===== src/fpe_cfg.svh =====
// Constants for the flash program/erase control registers.
// Assumes a byte-wide CPU register bus with 16-bit lower addresses.
`ifndef FPE_CFG_SVH
`define FPE_CFG_SVH

`define FPE_ADDR_MODE_CTRL    16'hffa8
`define FPE_ADDR_ERR_STATUS   16'hffa9
`define FPE_ADDR_BLK_LOW      16'hffaa
`define FPE_ADDR_BLK_HIGH     16'hffab
`define FPE_ADDR_SER_EXT_CTRL 16'hfdb4

`define FPE_BIT_PIN_MIRROR    7
`define FPE_BIT_SW_WE         6
`define FPE_BIT_ERASE_SETUP   5
`define FPE_BIT_PROG_SETUP    4
`define FPE_BIT_ERASE_VERIFY  3
`define FPE_BIT_PROG_VERIFY   2
`define FPE_BIT_ERASE_GO      1
`define FPE_BIT_PROG_GO       0
`define FPE_BIT_ERROR_FLAG    7
`define FPE_BIT_REG_ACCESS_EN 3

`define FPE_RESET_PIN_HIGH    8'h80
`define FPE_RESET_PIN_LOW     8'h00
`define FPE_RESET_ZERO        8'h00
`define FPE_BLK_HIGH_MASK     8'h03
`define FPE_READ_ZERO         8'h00
`define FPE_NUM_BLOCKS        10
`define FPE_FLASH_TOP         17'h1ffff

`endif


===== src/fpe_pkg.sv =====
// Types for the flash program/erase control registers.
// Assumes fpe_cfg.svh is compiled with it.
package fpe_pkg;
  // ----------------------------------------
  // Bus request, mode outputs and bus states
  // ----------------------------------------
  typedef struct packed {
    logic        rd;
    logic        wr;
    logic [15:0] addr;
    logic [7:0]  wdata;
  } fpe_bus_req_s;

  typedef struct packed {
    logic erase_setup;
    logic program_setup;
    logic erase_verify;
    logic program_verify;
    logic erase_go;
    logic program_go;
  } fpe_modes_s;

  typedef enum logic [1:0] {
    FPE_IDLE,
    FPE_DATA
  } fpe_bus_state_e;
endpackage


===== src/fpe_ctrl.sv =====
// Flash program/erase mode control, error status and erase-block select registers.
// Assumes a byte bus with two-state accesses; standby and error events come from the chip.
`timescale 1ns/1ps
`include "fpe_cfg.svh"

module fpe_ctrl (
  // Clock and reset
  input  wire logic                          clk_sys,
  input  wire logic                          rst_b,
  input  wire logic                          clk_en,
  // Chip state
  input  wire logic                          flash_write_enable_pin,
  input  wire logic                          hw_standby,
  input  wire logic                          sw_standby,
  input  wire logic                          flash_enabled,
  input  wire logic                          fault_event,
  // Register bus
  input  wire fpe_pkg::fpe_bus_req_s         bus_req,
  output logic [7:0]                         bus_rdata,
  output logic                               bus_done,
  // Flash array controls
  output fpe_pkg::fpe_modes_s                modes,
  output logic [`FPE_NUM_BLOCKS-1:0]         erase_block_sel,
  output logic                               flash_error_flag,
  output logic                               sw_write_enable
);
  import fpe_pkg::*;

  // ----------------------------------------
  // Pin synchroniser
  // ----------------------------------------
  logic pin_meta;
  logic pin_sync;

  always_ff @(posedge clk_sys or negedge rst_b) begin
    if (!rst_b) begin
      pin_meta <= 1'b0;
      pin_sync <= 1'b0;
    end else if (clk_en) begin
      pin_meta <= flash_write_enable_pin;
      pin_sync <= pin_meta;
    end
  end

  // ----------------------------------------
  // Bus state: each access takes two states
  // ----------------------------------------
  fpe_bus_state_e bus_state;
  fpe_bus_state_e next_bus_state;
  logic [7:0]     next_bus_rdata;
  logic           access_en;
  logic [7:0]     mode_reg;
  logic [7:0]     blk_low;
  logic [7:0]     blk_high;
  logic [7:0]     ser_ext;
  logic           req;
  logic           wr_take;
  logic           reg_sel;

  assign req     = bus_req.rd | bus_req.wr;
  assign access_en = ser_ext[`FPE_BIT_REG_ACCESS_EN];
  assign reg_sel = access_en && flash_enabled && (bus_req.addr[15:2] == 14'(`FPE_ADDR_MODE_CTRL >> 2));
  assign wr_take = (bus_state == FPE_DATA) && bus_req.wr;
  assign bus_done = (bus_state == FPE_DATA);

  always_comb begin
    next_bus_state = bus_state;
    next_bus_rdata = `FPE_READ_ZERO;
    case (bus_state)
      FPE_IDLE: begin
        if (req) begin
          next_bus_state = FPE_DATA;
        end
      end
      default: begin
        next_bus_state = FPE_IDLE;
      end
    endcase
    if (req && bus_state == FPE_IDLE && bus_req.rd) begin
      if (bus_req.addr == `FPE_ADDR_SER_EXT_CTRL) begin
        next_bus_rdata = ser_ext;
      end else if (!reg_sel) begin
        next_bus_rdata = `FPE_READ_ZERO;
      end else if (bus_req.addr == `FPE_ADDR_MODE_CTRL) begin
        next_bus_rdata = mode_reg;
      end else if (bus_req.addr == `FPE_ADDR_ERR_STATUS) begin
        next_bus_rdata = {flash_error_flag, 7'h00};
      end else if (bus_req.addr == `FPE_ADDR_BLK_LOW) begin
        next_bus_rdata = blk_low;
      end else begin
        next_bus_rdata = blk_high;
      end
    end
  end

  always_ff @(posedge clk_sys or negedge rst_b) begin
    if (!rst_b) begin
      bus_state <= FPE_IDLE;
      bus_rdata <= 8'h00;
    end else if (clk_en) begin
      bus_state <= next_bus_state;
      bus_rdata <= next_bus_rdata;
    end
  end

  // ----------------------------------------
  // Register writes and protection
  // ----------------------------------------
  logic [7:0] next_mode_reg;
  logic [7:0] next_blk_low;
  logic [7:0] next_blk_high;
  logic [7:0] next_ser_ext;
  logic       next_err;
  logic       wr_mode;
  logic       wr_low;
  logic       wr_high;
  logic       swe;
  logic       any_standby;
  logic [9:0] sel_vec;

  assign any_standby = hw_standby | sw_standby;
  assign wr_mode = wr_take && reg_sel && bus_req.addr == `FPE_ADDR_MODE_CTRL;
  assign wr_low  = wr_take && reg_sel && bus_req.addr == `FPE_ADDR_BLK_LOW;
  assign wr_high = wr_take && reg_sel && bus_req.addr == `FPE_ADDR_BLK_HIGH;
  assign swe = mode_reg[`FPE_BIT_SW_WE];

  always_comb begin
    next_mode_reg = mode_reg;
    next_blk_low  = blk_low;
    next_blk_high = blk_high;
    next_ser_ext  = ser_ext;
    next_err      = flash_error_flag | fault_event;
    if (wr_take && bus_req.addr == `FPE_ADDR_SER_EXT_CTRL) begin
      next_ser_ext = bus_req.wdata;
    end
    if (wr_mode && pin_sync) begin
      next_mode_reg[`FPE_BIT_SW_WE] = bus_req.wdata[`FPE_BIT_SW_WE];
      if (swe) begin
        next_mode_reg[5:2] = bus_req.wdata[5:2];
        if (mode_reg[`FPE_BIT_ERASE_SETUP]) begin
          next_mode_reg[`FPE_BIT_ERASE_GO] = bus_req.wdata[`FPE_BIT_ERASE_GO];
        end
        if (mode_reg[`FPE_BIT_PROG_SETUP]) begin
          next_mode_reg[`FPE_BIT_PROG_GO] = bus_req.wdata[`FPE_BIT_PROG_GO];
        end
      end
    end
    next_mode_reg[`FPE_BIT_PIN_MIRROR] = pin_sync;
    if (!pin_sync) begin
      next_mode_reg = `FPE_RESET_PIN_LOW;
    end
    if (any_standby) begin
      next_mode_reg = pin_sync ? `FPE_RESET_PIN_HIGH : `FPE_RESET_PIN_LOW;
    end
    if (wr_low && swe) begin
      next_blk_low = bus_req.wdata;
    end
    if (wr_high && swe) begin
      next_blk_high = bus_req.wdata & `FPE_BLK_HIGH_MASK;
    end
    sel_vec = {next_blk_high[1:0], next_blk_low};
    if ($countones(sel_vec) > 1) begin
      next_blk_low  = `FPE_RESET_ZERO;
      next_blk_high = `FPE_RESET_ZERO;
    end
    if (any_standby || !pin_sync || !next_mode_reg[`FPE_BIT_SW_WE]) begin
      next_blk_low = `FPE_RESET_ZERO;
      next_blk_high[0] = 1'b0;
    end
    if (any_standby || !pin_sync) begin
      next_blk_high = `FPE_RESET_ZERO;
    end
    if (hw_standby) begin
      next_err = 1'b0;
    end
    if (next_err) begin
      next_mode_reg[1:0] = 2'b00;
    end
  end

  always_ff @(posedge clk_sys or negedge rst_b) begin
    if (!rst_b) begin
      mode_reg         <= `FPE_RESET_PIN_LOW;
      blk_low          <= `FPE_RESET_ZERO;
      blk_high         <= `FPE_RESET_ZERO;
      ser_ext          <= `FPE_RESET_ZERO;
      flash_error_flag <= 1'b0;
    end else if (clk_en) begin
      mode_reg         <= next_mode_reg;
      blk_low          <= next_blk_low;
      blk_high         <= next_blk_high;
      ser_ext          <= next_ser_ext;
      flash_error_flag <= next_err;
    end
  end

  // ----------------------------------------
  // Outputs to the flash array
  // ----------------------------------------
  assign sw_write_enable = swe;
  assign modes = '{erase_setup:    mode_reg[`FPE_BIT_ERASE_SETUP],
                   program_setup:  mode_reg[`FPE_BIT_PROG_SETUP],
                   erase_verify:   mode_reg[`FPE_BIT_ERASE_VERIFY],
                   program_verify: mode_reg[`FPE_BIT_PROG_VERIFY],
                   erase_go:       mode_reg[`FPE_BIT_ERASE_GO],
                   program_go:     mode_reg[`FPE_BIT_PROG_GO]};
  logic [`FPE_NUM_BLOCKS-1:0] blk_all;

  assign blk_all = {blk_high[1:0], blk_low};

  // ----------------------------------------
  // One erase-select output per block
  // ----------------------------------------
  for (genvar g = 0; g < `FPE_NUM_BLOCKS; g++) begin : g_blk
    assign erase_block_sel[g] = blk_all[g];
  end

  // ----------------------------------------
  // Checks
  // ----------------------------------------
  mirror_pin_a: assert property (@(posedge clk_sys) disable iff (!rst_b)
    clk_en |=> mode_reg[7] == $past(pin_sync)) else $error("mode bit 7 does not follow pin");
  swe_gate_a: assert property (@(posedge clk_sys) disable iff (!rst_b)
    (clk_en && !pin_sync) |=> !mode_reg[6]) else $error("software enable set with pin low");
  setup_gate_a: assert property (@(posedge clk_sys) disable iff (!rst_b)
    (clk_en && !swe && !any_standby) |=> $stable(mode_reg[5:2]) || mode_reg[5:2] == 4'h0)
    else $error("setup bit changed without enable");
  erase_go_a: assert property (@(posedge clk_sys) disable iff (!rst_b)
    (clk_en && $rose(mode_reg[1])) |-> $past(mode_reg[5] && swe && pin_sync)) else $error("erase go without setup");
  prog_go_a: assert property (@(posedge clk_sys) disable iff (!rst_b)
    (clk_en && $rose(mode_reg[0])) |-> $past(mode_reg[4] && swe && pin_sync)) else $error("program go without setup");
  err_sticky_a: assert property (@(posedge clk_sys) disable iff (!rst_b)
    (clk_en && flash_error_flag && !hw_standby) |=> flash_error_flag) else $error("error flag cleared early");
  err_protect_a: assert property (@(posedge clk_sys) disable iff (!rst_b)
    flash_error_flag |-> !modes.erase_go && !modes.program_go) else $error("go bit set under error protection");
  one_hot_a: assert property (@(posedge clk_sys) disable iff (!rst_b)
    $countones(erase_block_sel) <= 1) else $error("more than one erase block selected");
  blk_clear_a: assert property (@(posedge clk_sys) disable iff (!rst_b)
    (clk_en && !pin_sync) |=> erase_block_sel == 10'h000) else $error("block select kept with pin low");
  done_two_a: assert property (@(posedge clk_sys) disable iff (!rst_b)
    (clk_en && bus_state == FPE_IDLE && req) |=> bus_done) else $error("access not finished in two states");
  done_pulse_a: assert property (@(posedge clk_sys) disable iff (!rst_b)
    (clk_en && bus_done)
    |=> !bus_done) else $error("access held longer than two states");
  status_read_a: assert property (@(posedge clk_sys) disable iff (!rst_b)
    (clk_en && bus_state == FPE_IDLE && bus_req.rd && bus_req.addr == `FPE_ADDR_ERR_STATUS)
    |=> bus_rdata[6:0] == 7'h00) else $error("status low bits read nonzero");
  off_read_a: assert property (@(posedge clk_sys) disable iff (!rst_b)
    (clk_en && bus_state == FPE_IDLE && bus_req.rd && !flash_enabled && bus_req.addr != `FPE_ADDR_SER_EXT_CTRL)
    |=> bus_rdata == `FPE_READ_ZERO) else $error("read returned data with flash disabled");
  err_set_a: assert property (@(posedge clk_sys) disable iff (!rst_b)
    (clk_en && fault_event && !hw_standby)
    |=> flash_error_flag) else $error("fault did not set error flag");
  err_clear_a: assert property (@(posedge clk_sys) disable iff (!rst_b)
    (clk_en && hw_standby)
    |=> !flash_error_flag) else $error("hardware standby kept error flag");
  standby_init_a: assert property (@(posedge clk_sys) disable iff (!rst_b)
    (clk_en && any_standby)
    |=> mode_reg == {$past(pin_sync), 7'h00}) else $error("standby did not reinitialize mode control");
  swe_block_a: assert property (@(posedge clk_sys) disable iff (!rst_b)
    (clk_en && !swe && !wr_mode)
    |=> erase_block_sel[8:0] == 9'h000) else $error("block select kept without software enable");
  refuse_keep_a: assert property (@(posedge clk_sys) disable iff (!rst_b)
    (clk_en && wr_mode && pin_sync && !swe && !any_standby && !fault_event && !flash_error_flag)
    |=> mode_reg[5:0] == $past(mode_reg[5:0])) else $error("refused mode write changed a bit");
  access_keep_a: assert property (@(posedge clk_sys) disable iff (!rst_b)
    (clk_en && wr_take && !access_en && pin_sync && !any_standby && !fault_event && !flash_error_flag)
    |=> mode_reg[6:0] == $past(mode_reg[6:0]) && $stable(blk_low)) else $error("deselected write changed state");
  high_zero_a: assert property (@(posedge clk_sys) disable iff (!rst_b)
    blk_high[7:2] == 6'h00) else $error("high block register upper bits set");

  // ----------------------------------------
  // Cover points
  // ----------------------------------------
  cov_prog: cover property (@(posedge clk_sys) disable iff (!rst_b) modes.program_go);
  cov_erase: cover property (@(posedge clk_sys) disable iff (!rst_b) modes.erase_go);
  cov_err: cover property (@(posedge clk_sys) disable iff (!rst_b) flash_error_flag);
  cov_verify: cover property (@(posedge clk_sys) disable iff (!rst_b) modes.erase_verify || modes.program_verify);
  cov_standby: cover property (@(posedge clk_sys) disable iff (!rst_b) hw_standby || sw_standby);
endmodule // fpe_ctrl


===== config.mk =====
export PLATFORM = sky130hd
export DESIGN_NAME = fpe_ctrl
export DESIGN_NICKNAME = d
export VERILOG_FILES = /design/src/fpe_pkg.sv /design/src/fpe_ctrl.sv
export VERILOG_INCLUDE_DIRS = /design/src
export SDC_FILE = /design/constraint.sdc
export NUM_CORES = 1
export LEC_CHECK = 0
export ABC_CLOCK_PERIOD_IN_PS = 9370
export BUFFER_PORTS_ARGS = -buffer_cell sky130_fd_sc_hd__buf_2
export CAP_MARGIN = 5
export CORE_AREA = 2 2 72 74
export DETAILED_ROUTE_END_ITERATION = 10
export DIE_AREA = 0 0 74 76
export PLACE_DENSITY = 0.81
export SLEW_MARGIN = 5
export SYNTH_ARGS = -nofsm -noshare
export SYNTH_HDL_FRONTEND = slang
export SYNTH_SLANG_ARGS = --single-unit

===== constraint.sdc =====
create_clock -name clk_sys -period 9.37 [get_ports clk_sys]
set_clock_uncertainty 0.1 [all_clocks]
set_input_delay 0.4685 -clock clk_sys [delete_from_list [all_inputs] [get_ports clk_sys]]
set_output_delay 0.4685 -clock clk_sys [all_outputs]
set_load 0.02 [all_outputs]

==> results_dict.tcl, run 1 <==
set metrics [dict create \
    layout_common_cells "60 x buf_2, 38 x dfrtp_1, 15 x mux2i_1, 15 x mux2_2, 14 x a22o_1" \
    place_area_sq_mm 0.00265 \
    drc 0 \
    ant_nets 0 \
    clock-sinks 38 \
    leakage_nw 1.40 \
    worst_pin_slew_ps 835 \
    worst_skew_pair.late_latency_ps 300 \
    yosys.area.top_type "dfrtp_1" \
    synthDistinctLibCells 52 \
    ir_worst_vdd_mv 0.0600 \
    tns_ps 0 \
    synth_seq_area_share_pct 40.5 \
    cts_hold_buf 0 \
    clk_path_buf_depth 2 \
    cts_made_buffers 5 \
    grt_max_degree 39 \
    cp.required_ps 9500 \
    std_cell_rows 26 \
    cts_max_level 2 \
    cp-end-kind "register" \
    cts_tree "built" \
    cts_resized 0 \
    wirelength_microns 5720 \
    dr.pass1.iters 4 \
    r2r_setup_slack_ps 3690 \
    period_share_pct 60.6 \
    grt_pass1_wl_microns 9510 \
    synthDominantCellAreaShare_pct 40.5 \
    grt_pass1_vias 1879 \
    final_common_cell "buf_2" \
    top_level_ports 61 \
    antenna_cells 0 \
    grt_use_total_pct 22.0 \
    reg2reg_from "ser_ext[3]$_DFFE_PN0P_" \
    hp-class "input port to asynchronous set/reset pin" \
    syn_area_sq_mm 0.00235 \
    crit_type "register to register" \
    num_vias 1859 \
    place_congestion 0.884 \
    fin_nets 301 \
    syn_inst 206 \
    post-cts-setup-buffer-count 0 \
    synth_edf_count 0 \
    instances_no_fill 330 \
    fill_cells 431 \
    grt_overflow 0 \
    wl_per_cell_microns 17.3 \
    setup_viol 0 \
    fp.coreArea_sq_mm 0.00491 \
    final.min_clock_period_ps 5680 \
    worstPathArrival_ps 5800 \
    first_iter_violations 120 \
    max_freq_mhz 176 \
    maxSlewViolCount 0 \
    synth_seq_cells 38 \
    die_area_sq_mm 0.00562 \
    syn_avg_cell_area_sq_um 11.4 \
    async_flop_share_pct 100 \
    start_kind "register" \
    r2r-end "blk_low[5]$_DFFE_PN0P_" \
    drv_cap 0 \
    clk_pin_slew_ps 80 \
    dp.final_hpwl_microns 4350 \
    fin_area_sq_mm 0.00274 \
    synth-warning-count 0 \
    drive_gt1_share_pct 38.1 \
    syn-num-nets 248 \
    rsz0062_at_grt "false" \
    die_w_microns 74 \
    dp.cells 322 \
    via_per_inst 5.63 \
    power_density_mw_per_mm2 118 \
    yosys_most_used_dff "dfrtp_1" \
    timing.slew.headroom_pct 44.4 \
    reg2reg_depth 15 \
    areaGrowthSynthToFinish_pct 16.7 \
    initial_core_util_pct 47.8 \
    status "complete, no violations" \
    antenna_found_initial 0 \
    port-buffer-count 60 \
    crit_path_max_fanout 9 \
    finalHoldViolCount 0 \
    synth_area_leaders "dfrtp_1 40%, mux2_2 7.2%, mux2i_1 6.4%" \
    clockRootBuffer "clkbuf_8" \
    die_h_microns 76 \
]
## kinds of logic after synthesis
| logic type | count (synthesis) | share of synthesized area [%] |
|---|---|---|
| mux | 30 | 13.6 |
| buf+inv | 24 | 5.43 |
| compound gates | 47 | 16.6 |
| flops | 38 | 40.5 |
| fa+ha+maj | 8 | 6.18 |
| simple gates | 59 | 17.7 |
## critical path, cell delays in order, from the launching register on
cell,delay (ps)
dfrtp_1,410
nand4b_1,170
or4_1,740
nor2_8,300
mux2_2,380
fa_1,510
fa_1,540
inv_1,60
fa_1,510
inv_1,40
ha_1,210
fa_1,390
o22ai_1,260
nand2_1,170
nor4_2,590
a22o_1,230
## synthesized netlist by cell type, types with 2 or more instances
master,count
dfrtp_1,38
mux2_2,15
mux2i_1,15
a22o_1,14
inv_1,10
nand2_1,10
buf_4,7
nand3_1,7
nor2_1,7
o21ai_0,7
and3_1,6
fa_1,6
a21o_1,4
nand4b_1,4
a21oi_1,3
a221o_2,3
a22oi_1,3
buf_2,3
nand4_1,3
o2bb2ai_1,3
buf_1,2
ha_1,2
nand3b_1,2
nor3_1,2
nor4_1,2
nor4_2,2
## per-layer routing
layer  share of wire, %  track usage, %  up-vias  wire, microns
met3                5.2            4.89       10            300
met2                 50            33.4       65           2870
met5                  0               0        -              0
met4                1.6            8.73        0             93
met1                 43            30.3      900           2450
li1                   -               -      884              -
## report_power, final
part / total (mW) / internal, mW / switching (mW)
logic: 0.0343 / 0.0125 / 0.0219
registers: 0.170 / 0.167 / 0.00314
clock network: 0.118 / 0.0591 / 0.0592
## cell type report
type / instances / area, sq um / share of cell area [%]
Clock buffer: 6 / 82.6 / 3.01
Clock inverter: 2 / 12.5 / 0.456
Inverter: 10 / 37.5 / 1.37
Multi-Input combinational cell: 144 / 1270 / 46.3
Sequential cell: 38 / 951 / 34.7
Tap cell: 70 / 87.6 / 3.19
Timing Repair Buffer: 60 / 300 / 11.0
## worst max-delay path by stage
stage	slack, ps	startpoint	end
5_1_grt	3450	ser_ext[3]$_DFFE_PN0P_	blk_low[5]$_DFFE_PN0P_
6_report	3690	ser_ext[3]$_DFFE_PN0P_	blk_low[5]$_DFFE_PN0P_
2_1_floorplan	4200	bus_req[12]	blk_low[0]$_DFFE_PN0P_
3_5_place_dp	3560	bus_req[12]	blk_low[7]$_DFFE_PN0P_
3_3_place_gp	3750	bus_req[12]	blk_low[2]$_DFFE_PN0P_
4_1_cts	3720	ser_ext[3]$_DFFE_PN0P_	blk_low[5]$_DFFE_PN0P_
## stage by stage
step | util (%) | setup WS (ps) | hold WS, ps | power, mW
after floorplan | - | 4200 | 72.9 | 0.189
after global placement | 53.9 | 3750 | 363 | 0.207
after detailed placement | 53.9 | 3560 | 360 | 0.208
after CTS | 55.8 | 3720 | 189 | 0.325
after global routing | 55.8 | 3450 | 243 | 0.336
final | 55.8 | 3690 | 167 | 0.323
No activity file was read; power rests on OpenSTA's default activity.
==> run 2, diff against run 1 <==
Settings changed: ABC_CLOCK_PERIOD_IN_PS 9370 to 5400.
Clock period 9.37 ns to 5.4 ns, I/O delays scaled along.
==> run 2 against run 1 <==
Worst hold slack lost 57 ps. Setup slack lost 3400 ps. Sequential power is 74% higher. Via count grew 3.6%. Power grew 100%. Fmax up 11%. Sequential cell count unchanged. Combinational power rose by 78%. Die area unchanged. Utilization increased by 1.7 points. Critical endpoint is now blk_low[6]$_DFFE_PN0P_.
==> results_dict.tcl, run 2 (synthesized netlist as in run 1, its figures left out) <==
set metrics [dict create \
    grt_max_degree 39 \
    r2r_setup_slack_ps 300 \
    drc 0 \
    ir_worst_vdd_mv 0.144 \
    clock-sinks 38 \
    fin_nets 305 \
    initial_core_util_pct 47.8 \
    whs_ps 110 \
    layout_setup_ws_ps 302 \
    leakage_nw 1.45 \
    dr.pass1.iters 4 \
    setup_viol 0 \
    reg2reg_from "ser_ext[3]$_DFFE_PN0P_" \
    wirelength_microns 5850 \
    grt_overflow 0 \
    crit_path_max_fanout 8 \
    cts_made_buffers 5 \
    port-buffer-count 60 \
    num_vias 1925 \
    areaGrowthSynthToFinish_pct 20.3 \
    crit_type "register to register" \
    finalHoldViolCount 0 \
    ant_nets 0 \
    die_w_microns 74 \
    grt_pass1_vias 1984 \
    clockRootBuffer "clkbuf_8" \
    start_kind "register" \
    post-cts-setup-buffer-count 0 \
    place_congestion 0.883 \
    power_density_mw_per_mm2 231 \
    worstPathArrival_ps 5220 \
    clk_path_buf_depth 2 \
    maxSlewViolCount 0 \
    final.min_clock_period_ps 5100 \
    top_level_ports 61 \
    tns_ps 0 \
    worst_skew_pair.late_latency_ps 290 \
    via_per_inst 5.76 \
    std_cell_rows 26 \
    hp-class "input port to register" \
    ff_latch_area_sq_um 951 \
    die_area_sq_mm 0.00562 \
    first_iter_violations 166 \
    dp_slack_ps 251 \
    max_freq_mhz 196 \
    rsz0062_at_grt "false" \
    antenna_found_initial 0 \
    dp.final_hpwl_microns 4470 \
    wl_per_cell_microns 17.5 \
    drv_cap 0 \
    grt_pass1_wl_microns 9870 \
    multi_input_area_sq_mm 0.00127 \
    cts_tree "built" \
    fill_cells 420 \
    final_common_cell "buf_2" \
    hold_start "flash_write_enable_pin" \
    layout_common_cells "60 x buf_2, 38 x dfrtp_1, 15 x mux2i_1, 15 x mux2_2, 14 x a22o_1" \
    status "complete, no violations" \
    grt_use_total_pct 22.8 \
    crit_path_start "ser_ext[3]$_DFFE_PN0P_" \
    antenna_cells 0 \
    final_core_util_pct 57.5 \
    cp-end-kind "register" \
    cts_max_level 2 \
    power_mw 0.653 \
    clk_pin_slew_ps 80 \
    die_h_microns 76 \
    cp.required_ps 5520 \
    timing.slew.headroom_pct 45.2 \
    period_share_pct 94.4 \
    worst_pin_slew_ps 823 \
    fp.coreArea_sq_mm 0.00491 \
    drive_gt1_share_pct 39.0 \
]
-- run 2: changes by cell type in the layout (fill, tap and decap cells not counted), sizes merged --
cell | previous run | this run
buf | 60 | 63
bufinv | 0 | 2
clkinv | 1 | 0
clkinvlp | 1 | 0
dlygate4sd3 | 0 | 1
-- run 2: critical path, cell delays in order, from the launching register on --
cell      delay [ps]
dfrtp_1          430
nand4b_1         190
or4_4            570
nor2_8           160
mux2_2           370
fa_1             510
fa_1             550
inv_1             60
fa_1             490
inv_1             40
ha_1             210
fa_1             390
o22ai_1          230
a21oi_1          140
a221oi_4         370
a22o_1           220
-- run 2: where the power goes --
part / switching [mW] / internal, mW
Clock: 0.100 / 0.197
Sequential: 0.00570 / 0.290
Combinational: 0.0388 / 0.0221
-- run 2: layer usage --
layer  up-vias  GRT usage [%]  routed length [microns]
met5         -              0                        0
met4         0           8.73                      127
met3        10           4.63                      271
met2        57           35.9                     2930
met1       970           30.7                     2520
li1        888              -                        -
-- run 2: path summary, 6_finish.rpt --
path	endpoint	depth (start not counted)
setup reg to reg	blk_low[6]$_DFFE_PN0P_	15
min in group asynchronous	mode_reg[4]$_DFFE_PN0P_	2
setup / recovery	blk_low[6]$_DFFE_PN0P_	15
hold reg to reg	bus_rdata[6]$_DFFE_PN0P_	1
hold / removal	pin_meta$_DFFE_PN0P_	2
max in group asynchronous	blk_low[2]$_DFFE_PN0P_	2
-- run 2: final cells by class --
cell class	count	share of cell area, %
Timing Repair Buffer	64	11.8
Tap cell	70	3.10
Clock buffer	6	2.92
Multi-Input combinational cell	144	45.1
Inverter	10	1.33
Clock inverter	2	2.13
Sequential cell	38	33.7
-- run 2: what timing repair did --
| action | in CTS | in global routing |
|---|---|---|
| setup endpoints to repair | 0 | 8 |
| endpoints found under the hold margin | 24 | 0 |
| gates resized for setup | 0 | 1 |
| hold buffers | 1 | 0 |
-- run 2: stage by stage --
step           instance area [sq um]  cells
3_3_place_gp                    2670    325
3_5_place_dp                    2670    325
4_1_cts                         2820    334
5_1_grt                         2830    334
6_report                        2830    334
2_1_floorplan                   2350    206
==> run 3, diff against run 2 <==
==> constraint.sdc (replaced) <==
create_clock -name clk_sys -period 5.4 [get_ports clk_sys]
set_clock_uncertainty 0.1 [all_clocks]
set_input_delay 1.08 -clock clk_sys [delete_from_list [all_inputs] [get_ports clk_sys]]
set_output_delay 1.08 -clock clk_sys [all_outputs]
set_load 0.02 [all_outputs]
==> run 3 against run 2 <==
Die area unchanged. Setup slack got worse by 230 ps. Wire length increased by 2.3%. Fmax decreased by 4.3%. First-iteration DRC count decreased by 5.4%. Final cell count increased by 3.6%. Utilization increased by 3.2 points. Critical path depth increased by 1. Clock power about the same. Critical endpoint unchanged.
==> results_dict.tcl, run 3 (synthesized netlist as in run 1, its figures left out) <==
set metrics [dict create \
    antenna_cells 0 \
    top_level_ports 61 \
    ant_nets 0 \
    drc 0 \
    wl_met1_microns 2650 \
    grt_pass1_vias 1907 \
    hp-class "register to register" \
    antenna_found_initial 0 \
    cts_tree "built" \
    num_vias 1933 \
    final_common_cell "buf_2" \
    period_share_pct 98.7 \
    grt_pass1_wl_microns 9980 \
    maxSlewViolCount 0 \
    finalHoldViolCount 0 \
    status "complete, no violations" \
    clk_pin_slew_ps 80 \
    ir_worst_vdd_mv 0.138 \
    dp.cells 338 \
    grt_overflow 0 \
    reg2reg_depth 15 \
    timing.slew.headroom_pct 45.2 \
    clockRootBuffer "clkbuf_8" \
    wl_met3_microns 253 \
    power_density_mw_per_mm2 220 \
    worst_pin_slew_ps 823 \
    fp.coreArea_sq_mm 0.00491 \
    place_congestion 0.883 \
    fill_cells 383 \
    clock-sinks 38 \
    die_area_sq_mm 0.00562 \
    final.min_clock_period_ps 5330 \
    cp.required_ps 5530 \
    fin_nets 317 \
    clk_path_buf_depth 2 \
    die_w_microns 74 \
    die_h_microns 76 \
    cp-end-kind "register" \
    final_core_util_pct 60.7 \
    port-buffer-count 60 \
    cts_max_level 2 \
    crit_path_max_fanout 8 \
    leakage_nw 1.51 \
    multi_input_area_sq_mm 0.00134 \
    start_kind "input port" \
    instances_no_fill 346 \
    dp_slack_ps -272 \
    whs_ps 383 \
    wirelength_microns 5990 \
    ff_latch_area_sq_um 951 \
    dp.final_hpwl_microns 4560 \
    min_path_cells 1 \
    max_freq_mhz 188 \
    first_iter_violations 157 \
    layout_setup_ws_ps 70.5 \
    fin_area_sq_mm 0.00298 \
    via_per_inst 5.59 \
    worstPathArrival_ps 5460 \
    setup_viol 0 \
    grt_use_total_pct 23.1 \
    highest-signal-layer "met4" \
    power_mw 0.657 \
    rsz0062_at_grt "true" \
    cts_made_buffers 5 \
    tns_ps 0 \
    grt_max_degree 39 \
    drive_gt1_share_pct 44.9 \
    std_cell_rows 26 \
    dr.pass1.iters 4 \
    place_area_sq_mm 0.00281 \
    initial_core_util_pct 47.8 \
    layout_common_cells "59 x buf_2, 38 x dfrtp_1, 16 x buf_4" \
    wl_per_cell_microns 17.3 \
    drv_cap 0 \
    crit_type "input port to register" \
    wl_met2_microns 3020 \
    areaGrowthSynthToFinish_pct 27.0 \
    worst_skew_pair.late_latency_ps 300 \
]
-- run 3: per-layer routing --
metal,track usage [%],vias up
li1,-,908
met3,4.37,6
met2,34.9,55
met5,0,-
met1,33.2,964
met4,7.45,0
-- run 3: repair_timing --
item                       CTS  global route
hold buffers                 0             0
setup buffers                0             0
setup endpoints to repair    0            10
resized for setup            0             7
-- run 3: power by group --
group | internal, mW | switching, mW
registers | 0.290 | 0.00569
logic | 0.0267 | 0.0404
clock network | 0.185 | 0.109
-- run 3: worst paths after layout --
kind                                          start                  endpoint  slack, ps
max reg2reg                  ser_ext[3]$_DFFE_PN0P_    blk_low[6]$_DFFE_PN0P_        630
min                        bus_rdata[1]$_DFFE_PN0P_  bus_rdata[1]$_DFFE_PN0P_        380
max                                     bus_req[10]    blk_low[6]$_DFFE_PN0P_         70
max in group asynchronous                     rst_b    blk_low[2]$_DFFE_PN0P_       3910
min reg2reg                bus_rdata[1]$_DFFE_PN0P_  bus_rdata[1]$_DFFE_PN0P_        380
min in group asynchronous                     rst_b  bus_rdata[2]$_DFFE_PN0P_        770
-- run 3: area by class of cell --
class | instances | area share [%]
sequential | 38 | 31.9
clock inverter | 3 | 2.31
inverter | 10 | 1.26
clock buffer | 5 | 2.31
timing repair buffer | 76 | 14.3
tap | 70 | 2.94
multi-input combinational | 144 | 45.0
-- run 3: critical path: stages --
cell,delay (ps)
buf_6,90
nand4b_1,190
or4_4,610
nor2_8,200
mux2_4,330
fa_1,490
fa_1,490
inv_1,50
fa_1,490
inv_2,50
ha_4,150
fa_2,440
nor2_4,130
a21oi_2,90
a221oi_4,370
a22o_1,210
